### src/hdl/otd_pkg.sv
// constants for the option and trim byte decoder
// assumes a byte-wide on-chip flash port and a 32-bit APB slave port
package otd_pkg;

	// ----------------------------------------------------------------
	// flash map
	// ----------------------------------------------------------------
	localparam int FLASH_AW = 13;
	localparam logic [12:0] FL_OPT0_ADDR = 13'h0000; // program memory
	localparam logic [12:0] FL_OPT1_ADDR = 13'h0001; // program memory
	localparam logic [12:0] FL_TRIM_BASE = 13'h0020; // information page
	localparam logic [7:0] ERASED_BYTE = 8'hff;

	// trim area indices
	localparam logic [7:0] TRIM_IDX_ADC_REF = 8'h00;
	localparam logic [7:0] TRIM_IDX_ADC_CMP = 8'h01;
	localparam logic [7:0] TRIM_IDX_IPO = 8'h02;
	localparam logic [7:0] TRIM_IDX_OSC_BO = 8'h03;
	localparam logic [7:0] TRIM_IDX_CLK_FILT = 8'h06;

	// ----------------------------------------------------------------
	// register indices and byte addresses
	// ----------------------------------------------------------------
	localparam logic [11:0] IDX_OPT0 = 12'h000;
	localparam logic [11:0] IDX_OPT1 = 12'h001;
	localparam logic [11:0] IDX_TRIM = 12'h020;
	localparam logic [11:0] IDX_STATUS = 12'h040;
	localparam logic [11:0] ADDR_OPT0 = 12'(IDX_OPT0 * 4);
	localparam logic [11:0] ADDR_OPT1 = 12'(IDX_OPT1 * 4);
	localparam logic [11:0] ADDR_TRIM = 12'(IDX_TRIM * 4);
	localparam logic [11:0] ADDR_STATUS = 12'(IDX_STATUS * 4);

	// ----------------------------------------------------------------
	// field positions
	// ----------------------------------------------------------------
	localparam int B0_WDT_RESET_SEL = 7;
	localparam int B0_WDT_ALWAYS_ON = 6;
	localparam int B0_OSC_MODE_HI = 5;
	localparam int B0_OSC_MODE_LO = 4;
	localparam int B0_BO_ALWAYS_ON = 3;
	localparam int B0_READ_PROT = 2;
	localparam int B0_WRITE_PROT = 0;
	localparam int B1_BO_RESET_SEL = 7;
	localparam int B1_XTAL_OFF = 4;
	localparam int TRIM_REF_HI = 7;
	localparam int TRIM_REF_LO = 3;
	localparam int ST_CFG_VALID = 0;
	localparam int ST_PROG_BLOCKED = 1;
	localparam int ST_WDT_RUN = 2;

	// fetch sequence: option byte 0, option byte 1, reference trim
	localparam logic [1:0] FETCH_LAST = 2'h2;

	// ----------------------------------------------------------------
	// controller states
	// ----------------------------------------------------------------
	typedef enum logic [3:0] {
		OTD_FETCH = 4'h1,
		OTD_WAIT = 4'h2,
		OTD_IDLE = 4'h4,
		OTD_WRITE = 4'h8
	} otd_state_t;

endpackage

### src/hdl/otd_sync.sv
// two-stage synchroniser for asynchronous event levels
// assumes inputs come from another clock or an analog detector
`timescale 1ns/1ps
`default_nettype none

module otd_sync
	import otd_pkg::*;
#(
	parameter int WIDTH = 2
)
(
	input wire logic pclk,
	input wire logic presetn,
	input wire logic [WIDTH-1:0] async_in,
	output logic [WIDTH-1:0] sync_out
);

	// ----------------------------------------------------------------
	// one synchroniser per bit
	// ----------------------------------------------------------------
	genvar i;
	generate
		for (i = 0; i < WIDTH; i++)
		begin : g_bit
			logic meta_r;
			logic stable_r;
			// first stage feeds only the second
			always_ff @(posedge pclk or negedge presetn)
			begin
				if (!presetn)
				begin
					meta_r <= 1'b0;
					stable_r <= 1'b0;
				end
				else
				begin
					meta_r <= async_in[i];
					stable_r <= meta_r;
				end
			end
			assign sync_out[i] = stable_r;
		end
	endgenerate

endmodule
`default_nettype wire

### src/hdl/otd_decoder.sv
// option and trim byte decoder: fetches option bytes and trim at reset
// assumes a same-clock flash port (req held until one-cycle ack) and APB
//
// Summary of operation
// - first two program bytes hold options; configuration derives from them
// - byte zero: wdt reset, wdt on, osc mode, bo on, read, -, write protect
// - option bytes unchanged by reset, readable and writable as memory
// - wdt reset select zero: time-out raises an interrupt request
// - wdt reset select one (erased): time-out requests a system reset
// - wdt always-on zero: watchdog runs from power-up, cannot be stopped
// - wdt always-on one: watchdog starts on instruction, stops only on reset
// - brown-out reset select one: brown-out event requests a system reset
// - crystal-off bit zero runs crystal during reset; one keeps it off
// - trim index 00h ref, 01h adc/cmp, 02h ipo, 03h osc/bo, 06h filter
// - reference trim at info page 0020h, upper bits value, kept over reset
// - write protect one allows programming; both protect bits zero block it
`timescale 1ns/1ps
`default_nettype none

module otd_decoder
	import otd_pkg::*;
(
	input wire logic pclk,
	input wire logic presetn,
	input wire logic psel,
	input wire logic penable,
	input wire logic pwrite,
	input wire logic [11:0] paddr,
	input wire logic [31:0] pwdata,
	output logic [31:0] prdata,
	output logic pready,
	output logic pslverr,
	output logic flash_req,
	output logic flash_we,
	output logic flash_info,
	output logic [FLASH_AW-1:0] flash_addr,
	output logic [7:0] flash_wdata,
	input wire logic flash_ack,
	input wire logic [7:0] flash_rdata,
	input wire logic watchdog_timeout,
	input wire logic brownout_detect,
	input wire logic watchdog_instr,
	output logic config_valid,
	output logic watchdog_reset_select,
	output logic watchdog_always_on,
	output logic [1:0] oscillator_mode_select,
	output logic brownout_always_on,
	output logic read_protect,
	output logic write_protect,
	output logic brownout_reset_select,
	output logic crystal_run_in_reset,
	output logic [TRIM_REF_HI-TRIM_REF_LO:0] adc_reference_trim_value,
	output logic watchdog_run,
	output logic watchdog_irq,
	output logic system_reset_req
);

	// ----------------------------------------------------------------
	// state record
	// ----------------------------------------------------------------
	typedef struct packed {
		otd_state_t state;
		logic [1:0] idx;
		logic [7:0] opt0_img;
		logic [7:0] opt1_img;
		logic [7:0] trim_img;
		logic [7:0] opt0_cfg;
		logic [7:0] opt1_cfg;
		logic [7:0] trim_cfg;
		logic cfg_valid;
		logic fl_req;
		logic fl_we;
		logic fl_info;
		logic [FLASH_AW-1:0] fl_addr;
		logic [7:0] fl_wdata;
		logic pready;
		logic pslverr;
		logic [31:0] prdata;
		logic [1:0] evt_prev;
		logic wdt_irq;
		logic sys_rst;
		logic wdt_run;
	} otd_regs_t;

	otd_regs_t s_r;
	otd_regs_t s_nxt;
	logic [1:0] evt_sync;
	logic [1:0] evt_rise;
	logic prog_blocked;
	logic apb_start;

	// ----------------------------------------------------------------
	// event synchronisers (watchdog time-out, brown-out)
	// ----------------------------------------------------------------
	otd_sync #(.WIDTH(2)) u_sync (
		.pclk(pclk),
		.presetn(presetn),
		.async_in({brownout_detect, watchdog_timeout}),
		.sync_out(evt_sync)
	);

	assign evt_rise = evt_sync & ~s_r.evt_prev;
	// both protect bits low locks out user programming
	assign prog_blocked = !s_r.opt0_cfg[B0_WRITE_PROT] && !s_r.opt0_cfg[B0_READ_PROT];
	assign apb_start = psel && penable && !s_r.pready;

	// fetch address for each step of the reset sequence
	function automatic logic [FLASH_AW-1:0] fetch_addr(input logic [1:0] i);
		case (i)
			2'h0: fetch_addr = FL_OPT0_ADDR;
			2'h1: fetch_addr = FL_OPT1_ADDR;
			default: fetch_addr = FL_TRIM_BASE + {5'h00, TRIM_IDX_ADC_REF};
		endcase
	endfunction

	// ----------------------------------------------------------------
	// next-state logic
	// ----------------------------------------------------------------
	always_comb
	begin
		s_nxt = s_r;
		s_nxt.pready = 1'b0;
		s_nxt.pslverr = 1'b0;
		s_nxt.wdt_irq = 1'b0;
		s_nxt.sys_rst = 1'b0;
		s_nxt.evt_prev = evt_sync;
		case (s_r.state)
			// issue one fetch read
			OTD_FETCH:
			begin
				s_nxt.fl_req = 1'b1;
				s_nxt.fl_we = 1'b0;
				s_nxt.fl_info = (s_r.idx == FETCH_LAST);
				s_nxt.fl_addr = fetch_addr(s_r.idx);
				s_nxt.state = OTD_WAIT;
			end
			// capture fetched byte into image and held config
			OTD_WAIT:
			begin
				if (flash_ack)
				begin
					s_nxt.fl_req = 1'b0;
					case (s_r.idx)
						2'h0:
						begin
							s_nxt.opt0_img = flash_rdata;
							s_nxt.opt0_cfg = flash_rdata;
						end
						2'h1:
						begin
							s_nxt.opt1_img = flash_rdata;
							s_nxt.opt1_cfg = flash_rdata;
						end
						default:
						begin
							s_nxt.trim_img = flash_rdata;
							s_nxt.trim_cfg = flash_rdata;
						end
					endcase
					if (s_r.idx == FETCH_LAST)
					begin
						s_nxt.cfg_valid = 1'b1;
						s_nxt.state = OTD_IDLE;
					end
					else
					begin
						s_nxt.idx = s_r.idx + 2'h1;
						s_nxt.state = OTD_FETCH;
					end
				end
			end
			// serve register accesses
			OTD_IDLE:
			begin
				if (apb_start)
				begin
					s_nxt.prdata = 32'h0000_0000;
					s_nxt.pready = 1'b1;
					case (paddr)
						ADDR_OPT0: s_nxt.prdata = {24'h00_0000, s_r.opt0_img};
						ADDR_OPT1: s_nxt.prdata = {24'h00_0000, s_r.opt1_img};
						ADDR_TRIM: s_nxt.prdata = {24'h00_0000, s_r.trim_img};
						ADDR_STATUS:
						begin
							s_nxt.prdata[ST_CFG_VALID] = s_r.cfg_valid;
							s_nxt.prdata[ST_PROG_BLOCKED] = prog_blocked;
							s_nxt.prdata[ST_WDT_RUN] = s_r.wdt_run;
						end
						default: s_nxt.pslverr = 1'b1;
					endcase
					if (pwrite)
					begin
						if (paddr == ADDR_OPT0 || paddr == ADDR_OPT1 || paddr == ADDR_TRIM)
						begin
							if (prog_blocked)
							begin
								s_nxt.pslverr = 1'b1;
							end
							else
							begin
								// program the byte; held config stays as fetched
								s_nxt.pready = 1'b0;
								s_nxt.fl_req = 1'b1;
								s_nxt.fl_we = 1'b1;
								s_nxt.fl_info = (paddr == ADDR_TRIM);
								s_nxt.fl_wdata = pwdata[7:0];
								s_nxt.fl_addr = (paddr == ADDR_OPT0) ? FL_OPT0_ADDR :
									(paddr == ADDR_OPT1) ? FL_OPT1_ADDR : FL_TRIM_BASE;
								s_nxt.state = OTD_WRITE;
							end
						end
						else
						begin
							s_nxt.pslverr = 1'b1; // status is read-only
						end
					end
				end
			end
			// wait for the flash to take the byte
			OTD_WRITE:
			begin
				if (flash_ack)
				begin
					s_nxt.fl_req = 1'b0;
					s_nxt.fl_we = 1'b0;
					s_nxt.pready = 1'b1;
					case ({s_r.fl_info, s_r.fl_addr[0]})
						2'b00: s_nxt.opt0_img = s_r.fl_wdata;
						2'b01: s_nxt.opt1_img = s_r.fl_wdata;
						default: s_nxt.trim_img = s_r.fl_wdata;
					endcase
					s_nxt.state = OTD_IDLE;
				end
			end
			default: s_nxt.state = OTD_FETCH;
		endcase
		// watchdog time-out routing
		if (s_r.cfg_valid && evt_rise[0])
		begin
			if (s_r.opt0_cfg[B0_WDT_RESET_SEL])
			begin
				s_nxt.sys_rst = 1'b1;
			end
			else
			begin
				s_nxt.wdt_irq = 1'b1;
			end
		end
		// brown-out routing
		if (s_r.cfg_valid && evt_rise[1] && s_r.opt1_cfg[B1_BO_RESET_SEL])
		begin
			s_nxt.sys_rst = 1'b1;
		end
		// watchdog enable: only reset clears it
		if (s_r.cfg_valid && !s_r.opt0_cfg[B0_WDT_ALWAYS_ON])
		begin
			s_nxt.wdt_run = 1'b1;
		end
		if (s_r.cfg_valid && s_r.opt0_cfg[B0_WDT_ALWAYS_ON] && watchdog_instr)
		begin
			s_nxt.wdt_run = 1'b1;
		end
	end

	// ----------------------------------------------------------------
	// state register; config shows erased values until fetched
	// ----------------------------------------------------------------
	always_ff @(posedge pclk or negedge presetn)
	begin
		if (!presetn)
		begin
			s_r <= '0;
			s_r.state <= OTD_FETCH;
			s_r.opt0_cfg <= ERASED_BYTE;
			s_r.opt1_cfg <= ERASED_BYTE;
			s_r.trim_cfg <= ERASED_BYTE;
			s_r.opt0_img <= ERASED_BYTE;
			s_r.opt1_img <= ERASED_BYTE;
			s_r.trim_img <= ERASED_BYTE;
		end
		else
		begin
			s_r <= s_nxt;
		end
	end

	// ----------------------------------------------------------------
	// outputs straight from the state record
	// ----------------------------------------------------------------
	assign prdata = s_r.prdata;
	assign pready = s_r.pready;
	assign pslverr = s_r.pslverr;
	assign flash_req = s_r.fl_req;
	assign flash_we = s_r.fl_we;
	assign flash_info = s_r.fl_info;
	assign flash_addr = s_r.fl_addr;
	assign flash_wdata = s_r.fl_wdata;
	assign config_valid = s_r.cfg_valid;
	assign watchdog_reset_select = s_r.opt0_cfg[B0_WDT_RESET_SEL];
	assign watchdog_always_on = s_r.opt0_cfg[B0_WDT_ALWAYS_ON];
	assign oscillator_mode_select = s_r.opt0_cfg[B0_OSC_MODE_HI:B0_OSC_MODE_LO];
	assign brownout_always_on = s_r.opt0_cfg[B0_BO_ALWAYS_ON];
	assign read_protect = s_r.opt0_cfg[B0_READ_PROT];
	assign write_protect = s_r.opt0_cfg[B0_WRITE_PROT];
	assign brownout_reset_select = s_r.opt1_cfg[B1_BO_RESET_SEL];
	// enable only, never the clock source choice
	assign crystal_run_in_reset = !s_r.opt1_cfg[B1_XTAL_OFF];
	assign adc_reference_trim_value = s_r.trim_cfg[TRIM_REF_HI:TRIM_REF_LO];
	assign watchdog_run = s_r.wdt_run;
	assign watchdog_irq = s_r.wdt_irq;
	assign system_reset_req = s_r.sys_rst;
endmodule
`default_nettype wire

### config.mk
export PLATFORM = sky130hd
export DESIGN_NAME = otd_decoder
export DESIGN_NICKNAME = d
export VERILOG_FILES = /design/src/hdl/otd_pkg.sv /design/src/hdl/otd_sync.sv /design/src/hdl/otd_decoder.sv
export SDC_FILE = /design/constraint.sdc
export NUM_CORES = 1
export LEC_CHECK = 0
export BUFFER_PORTS_ARGS = -buffer_cell sky130_fd_sc_hd__buf_2
export CAP_MARGIN = 5
export CORE_MARGIN = 2
export CORE_UTILIZATION = 52
export CTS_BUF_LIST = sky130_fd_sc_hd__clkbuf_2 sky130_fd_sc_hd__clkbuf_4 sky130_fd_sc_hd__clkbuf_8
export DETAILED_ROUTE_END_ITERATION = 16
export PLACE_DENSITY = 0.9
export SKIP_CTS_REPAIR_TIMING = 1
export SYNTH_ARGS = -nofsm -noshare
export SYNTH_HDL_FRONTEND = slang
export SYNTH_SLANG_ARGS = --single-unit
### constraint.sdc
create_clock -name pclk -period 2.7 [get_ports pclk]
set_input_delay 0.27 -clock pclk [delete_from_list [all_inputs] [get_ports pclk]]
set_output_delay 0.27 -clock pclk [all_outputs]
set_load 0.01 [all_outputs]
==> run metrics, run 1 <==
FF-to-FF Start=s_r[115]; most common cell in the netlist=buf_4; Horiz. Die Dim=91.6 µm; Post-synth top flop=dfstp_2; largest net degree at the start of global routing=78; DRT antenna net count=0; GRT Total Usage=20.0%; Setup crit start kind=register; antenna cells=0; CTS tree=built; Clk Latency, worst-skew pair=0.35 ns; clk_skew=0.0110 ns; fin crit share=87.3%; Worst-path clk slew=0.08 ns; Crit Path Max Fanout=9; Ys Warns=0; worst-path cell chain=or4b_1 -> nor4_4 -> nand3_4 -> mux2_2; Syn Std Cell Area=0.00399 mm²; worst hold start=watchdog_timeout; antenna violations before repair=0; kind of critical path=reg -> reg; launch point of the worst path=s_r[115]; gp weighted congestion=0.808; port bufs=77; Layout Nets=494; GR Overflow Total=0; Post-synth EDFFs=0; Post-synth top cells=buf_4, a21oi_1, dfstp_2; Post-DP HPWL=6.11 mm; Rel. slew slack=38.4%; vias in the first global route=2715; Pwr Density=960 mW/mm²; H-tree depth=3; placed insts=518; height of the die=91.6 µm; Via Count=2830; # IOs=137; Clock Tree Buf Depth=2; most area-consuming cells after synthesis=dfstp_2, dfrtp_1, buf_4; setup violators final=0; setup TNS=0 ns; Initial DRC Count=170; core area=0.00733 mm²; Starting Density=54.5%; Mean Syn Cell Area=10.6 µm²; synthesized flop and latch total=77; Leak=2.10 nW; async set-or-reset flop fraction in the synthesized netlist=100%; Min Clock Period, post-route=2.36 ns; Final Hold Vio Count=0; Fmax=424 MHz; CTS Buf Count=9; total power=4.18 mW; status=finished clean; layout cells sized above 1=40.9%; Worst Tran Pin Value=0.923 ns; fin cells=534; Pre-antenna DRT Iters=4; die area=0.00840 mm²; cell count after synthesis=378; CP Data Required Time=2.93 ns; CP endpoint kind=register; Tightest Hold Check Type=in -> reg; CTS Sinks=77; global-route wire length before repair=13.2 mm; row cnt=31; WL final=8.23 mm; crit path DAT=2.59 ns; RSZ-0062 raised after global routing=no; drt via density=5.30; Crit path max-delay family=simple AND/OR/NAND/NOR gates; sequential fraction of the synthesis area=49.5%; area added between synthesis and finish=9.09%; CP max stage cell=or4b_1; Max Cap Viol=0; Synth cell types=48; Wirelength per Cell=15.4 µm; r2r setup slk=0.34 ns; peak supply drop=547 µV; CTS root buffer=clkbuf_8; fin. max-slew vios=0; slowest stage delay, CP=0.74 ns; DRC viols=0; Yosys top cell by area=dfstp_2; Synth top area share=25.7%; CP Buf/Inv Count=0
layout make-up:
cell class	count	area [µm²]
well taps	99	124
repair buffers	82	423
flip-flops and latches	77	1980
fillers	628	2980
inverters	6	22.5
clock inverters	5	58.8
multi-input cells	254	1600
clock buffers	11	151
where the power goes:
| part | total [mW] | leakage, nW | internal, mW | switching (mW) |
|---|---|---|---|---|
| Sequential | 2.00 | 0.904 | 1.74 | 0.264 |
| Combinational | 1.27 | 1.09 | 0.584 | 0.690 |
| Clock | 0.904 | 0.102 | 0.477 | 0.426 |
worst register-to-register path, stage by stage (launching register included):
cell,delay (ns)
dfrtp_1,0.46
or4b_1,0.74
nor4_4,0.48
nand3_4,0.22
mux2_2,0.33
final timing paths:
| path | end | cells past startpoint |
|---|---|---|
| max | flash_wdata[2] | 4 |
| min reg2reg | u_sync.g_bit[1].stable_r | 0 |
| max reg2reg | flash_wdata[2] | 4 |
| min in group asynchronous | u_sync.g_bit[1].meta_r | 2 |
| min | u_sync.g_bit[0].meta_r | 1 |
| max in group asynchronous | flash_wdata[1] | 2 |
registers in the layout, summed over array words and instances (netlist names), 2 cells and up:
| register | flops |
|---|---|
| s_r | 33 |
| flash_wdata | 8 |
| prdata | 8 |
| adc_reference_trim_value | 5 |
| flash_addr | 2 |
| oscillator_mode_select | 2 |
| u_sync.g_bit.meta_r | 2 |
| u_sync.g_bit.stable_r | 2 |
cells in the final DEF (no fill, tap or decap), drive strengths merged, types with 2 or more instances in the layout:
master	netlist	final
nor2	35	35
a22o	3	3
nand2	17	17
mux2i	3	3
inv	6	6
nor3	4	4
and3	11	11
o211a	2	2
ha	3	3
buf	67	82
conb	1	35
mux2	30	30
a41oi	2	2
clkbuf	8	11
clkinvlp	0	2
a21oi	39	39
nor3b	2	2
nand3	5	5
nor2b	2	2
nor4b	2	2
xnor2	2	2
o21a	2	2
clkinv	0	2
and2	2	2
dfrtp	38	38
a22oi	6	6
a21o	5	5
nand3b	5	5
o21ai	18	18
or2	3	3
nand2b	4	4
dfstp	39	39
per-stage QoR:
stage | cell area, µm² | hold slack (ns) | util, % | setup WS [ns]
CTS | 4360 | 0.00909 | 59.4 | 0.348
finish | 4360 | 0.0179 | 59.4 | 0.344
global route | 4360 | 0.00818 | 59.4 | 0.275
detailed placement | 4150 | 0.338 | 56.5 | 0.361
global placement | 4150 | 0.335 | 56.5 | 0.378
floorplan | 4120 | -0.0256 | - | 0.596
metal layers:
layer / vias up / share of wire, % / global-route usage (%)
li1: 1326 / - / -
met1: 1372 / 42 / 25.1
met2: 114 / 48 / 32.4
met3: 18 / 6.6 / 4.27
met4: 0 / 2.9 / 10.5
met5: - / 0 / 0
cells by family after synthesis:
kind of cell | after synthesis | share of synthesized area (%)
AO/OA/AOI/OAI | 83 | 12.5
XOR/XNOR | 2 | 0.439
adder cells (fa/ha/maj) | 3 | 0.940
buffers and inverters | 81 | 13.6
flip-flops | 77 | 49.5
multiplexers | 33 | 9.21
other | 1 | 0.0939
AND/OR/NAND/NOR | 98 | 13.7
Note: power is estimated with default switching activity, not from simulation.
==> run 2, diff against run 1 <==
--- a/config.mk
+++ b/config.mk
@@ -8,10 +8,10 @@
 export BUFFER_PORTS_ARGS = -buffer_cell sky130_fd_sc_hd__buf_2
 export CAP_MARGIN = 5
 export CORE_MARGIN = 2
-export CORE_UTILIZATION = 52
+export CORE_UTILIZATION = 35
 export CTS_BUF_LIST = sky130_fd_sc_hd__clkbuf_2 sky130_fd_sc_hd__clkbuf_4 sky130_fd_sc_hd__clkbuf_8
 export DETAILED_ROUTE_END_ITERATION = 16
-export PLACE_DENSITY = 0.9
+export PLACE_DENSITY = 0.67
 export SKIP_CTS_REPAIR_TIMING = 1
 export SYNTH_ARGS = -nofsm -noshare
 export SYNTH_HDL_FRONTEND = slang
==> run 2 against run 1 <==
The flow now finishes with violations (hold timing). First-iteration DRC count fell by 26%. Design area is 1.8% higher. Register-to-register slack gained 0.10 ns. Die area up 46%. Clock skew rose by 0.0033 ns.
==> run metrics, run 2 (synthesized netlist as in run 1, its figures left out) <==
status=complete, but fails checks; failing checks=hold timing; Net Sw Frac=33.2%; CP Data Required Time=2.96 ns; Setup crit start kind=register; peak supply drop=404 µV; Reg with most FFs=s_r; Final Hold Vio Count=14; antenna cells=0; Util after Layout=39.3%; Final WS setup=0.445 ns; multi-input logic area=0.00160 mm²; final hold slack=-0.0233 ns; Wirelength per Cell=14.8 µm; Logic pwr share=30.8%; core area=0.0113 mm²; Initial DRC Count=126; die area=0.0123 mm²; max FFs per register=33; Crit Path Max Fanout=11; Post-DP HPWL=6.57 mm; Clock power frac=20.2%; FF-to-FF Start=s_r[117]; fin crit share=83.5%; largest net degree at the start of global routing=47; CTS root buffer=clkbuf_8; dpl ws=0.342 ns; CTS Sinks=77; global-route wire length before repair=14.2 mm; sequential share of power=49.0%; antenna violations before repair=0; total power=4.07 mW; reg2reg end=prdata[3]; r2r worst-path depth=5; r2r setup slk=0.45 ns; RSZ-0062 raised after global routing=no; Fmax=444 MHz; Sw Pwr=1.35 mW; Sequential cell area=0.00198 mm²; Pwr Density=918 mW/mm²; commonest non-fill, non-tap cell in the layout=buf_2; GRT Total Usage=14.5%; clk_skew=0.0143 ns; launch point of the worst path=s_r[117]; height of the die=111 µm; Rel. slew slack=41.8%; Tightest Hold Check Type=in -> async; setup TNS=0 ns; FILL cells=1103; kind of critical path=reg -> reg; gp weighted congestion=0.823; row cnt=39; Worst-path clk slew=0.09 ns; WL final=8.59 mm; crit path DAT=2.51 ns; # IOs=137; CTS Buf Count=9; Starting Density=35.4%; layout cells sized above 1=40.9%; CP endpoint kind=register; Leak=2.10 nW; Clock Tree Buf Depth=2; DRT antenna net count=0; Min Clock Period, post-route=2.25 ns; vias in the first global route=2787; Via Count=2776; drt via density=4.78; fin. max-slew vios=0; Max Cap Viol=0; Layout Nets=497; Worst Tran Pin Value=0.871 ns; DRC viols=0; area added between synthesis and finish=11.0%; port bufs=77; GR Overflow Total=0; Pre-antenna DRT Iters=4; CTS tree=built; Clk Latency, worst-skew pair=0.35 ns; Horiz. Die Dim=111 µm; H-tree depth=3; most frequent cells in the layout=buf_2, a21oi_1, dfstp_2; last element of the critical path=prdata[3]; internal power=2.72 mW; setup violators final=0
-- run 2: changes by cell type in the layout (fill, tap and decap cells not counted) --
| cell | change |
|---|---|
| buf_12 | +1 |
| bufinv_16 | -1 |
| clkinv_4 | -1 |
| dlygate4sd3_1 | +2 |
| clkinv_2 | -1 |
| clkinvlp_4 | +1 |
| inv_6 | +2 |
-- run 2: power by group through the flow --
stage / Clock [mW] / Combinational (mW) / Sequential, mW
6_report: 0.821 / 1.25 / 2.00
5_1_grt: 0.907 / 1.42 / 2.05
4_1_cts: 0.851 / 1.27 / 2.00
3_5_place_dp: 0 / 1.27 / 2.02
3_3_place_gp: 0 / 1.22 / 2.00
2_1_floorplan: 0 / 1.02 / 1.96
-- run 2: worst min-delay path by stage --
stage                            from                        to  slack [ns]  depth (start not counted)
2_1_floorplan                 presetn              config_valid       -0.03                          0
3_3_place_gp   u_sync.g_bit[1].meta_r  u_sync.g_bit[1].stable_r        0.33                          0
3_5_place_dp   u_sync.g_bit[1].meta_r  u_sync.g_bit[1].stable_r        0.34                          0
4_1_cts                       presetn    u_sync.g_bit[1].meta_r       -0.02                          1
5_1_grt                       presetn    u_sync.g_bit[1].meta_r        0.01                          1
6_report                      presetn  u_sync.g_bit[1].stable_r       -0.02                          1
-- run 2: metrics by stage --
stage / std cells / area (µm²) / hold slack [ns]
after floorplan: 412 / 4120 / -0.0256
after global placement: 563 / 4220 / 0.334
after detailed placement: 563 / 4220 / 0.336
after CTS: 579 / 4410 / -0.0160
after global routing: 581 / 4430 / 0.0114
final: 581 / 4430 / -0.0233
-- run 2: cell type report --
| type | instances | share of cell area, % |
|---|---|---|
| flip-flops and latches | 77 | 44.6 |
| multi-input cells | 254 | 36.1 |
| repair buffers | 85 | 10.4 |
| well taps | 143 | 4.04 |
| clock buffers | 11 | 3.42 |
| clock inverters | 5 | 0.903 |
| inverters | 6 | 0.508 |
-- run 2: critical path, cell delays in order (launching register included) --
cell and delay (ns):
dfrtp_1 0.49, or4b_1 0.58, buf_4 0.20, or2_2 0.39, nand3b_1 0.28, o21ai_0 0.23
-- run 2: per-layer routing --
layer	vias up	GRT usage [%]	wire length, µm
li1	1327	-	-
met2	102	23.0	4100
met1	1339	19.2	3860
met3	8	3.55	488
met4	0	5.50	136
met5	-	0	0
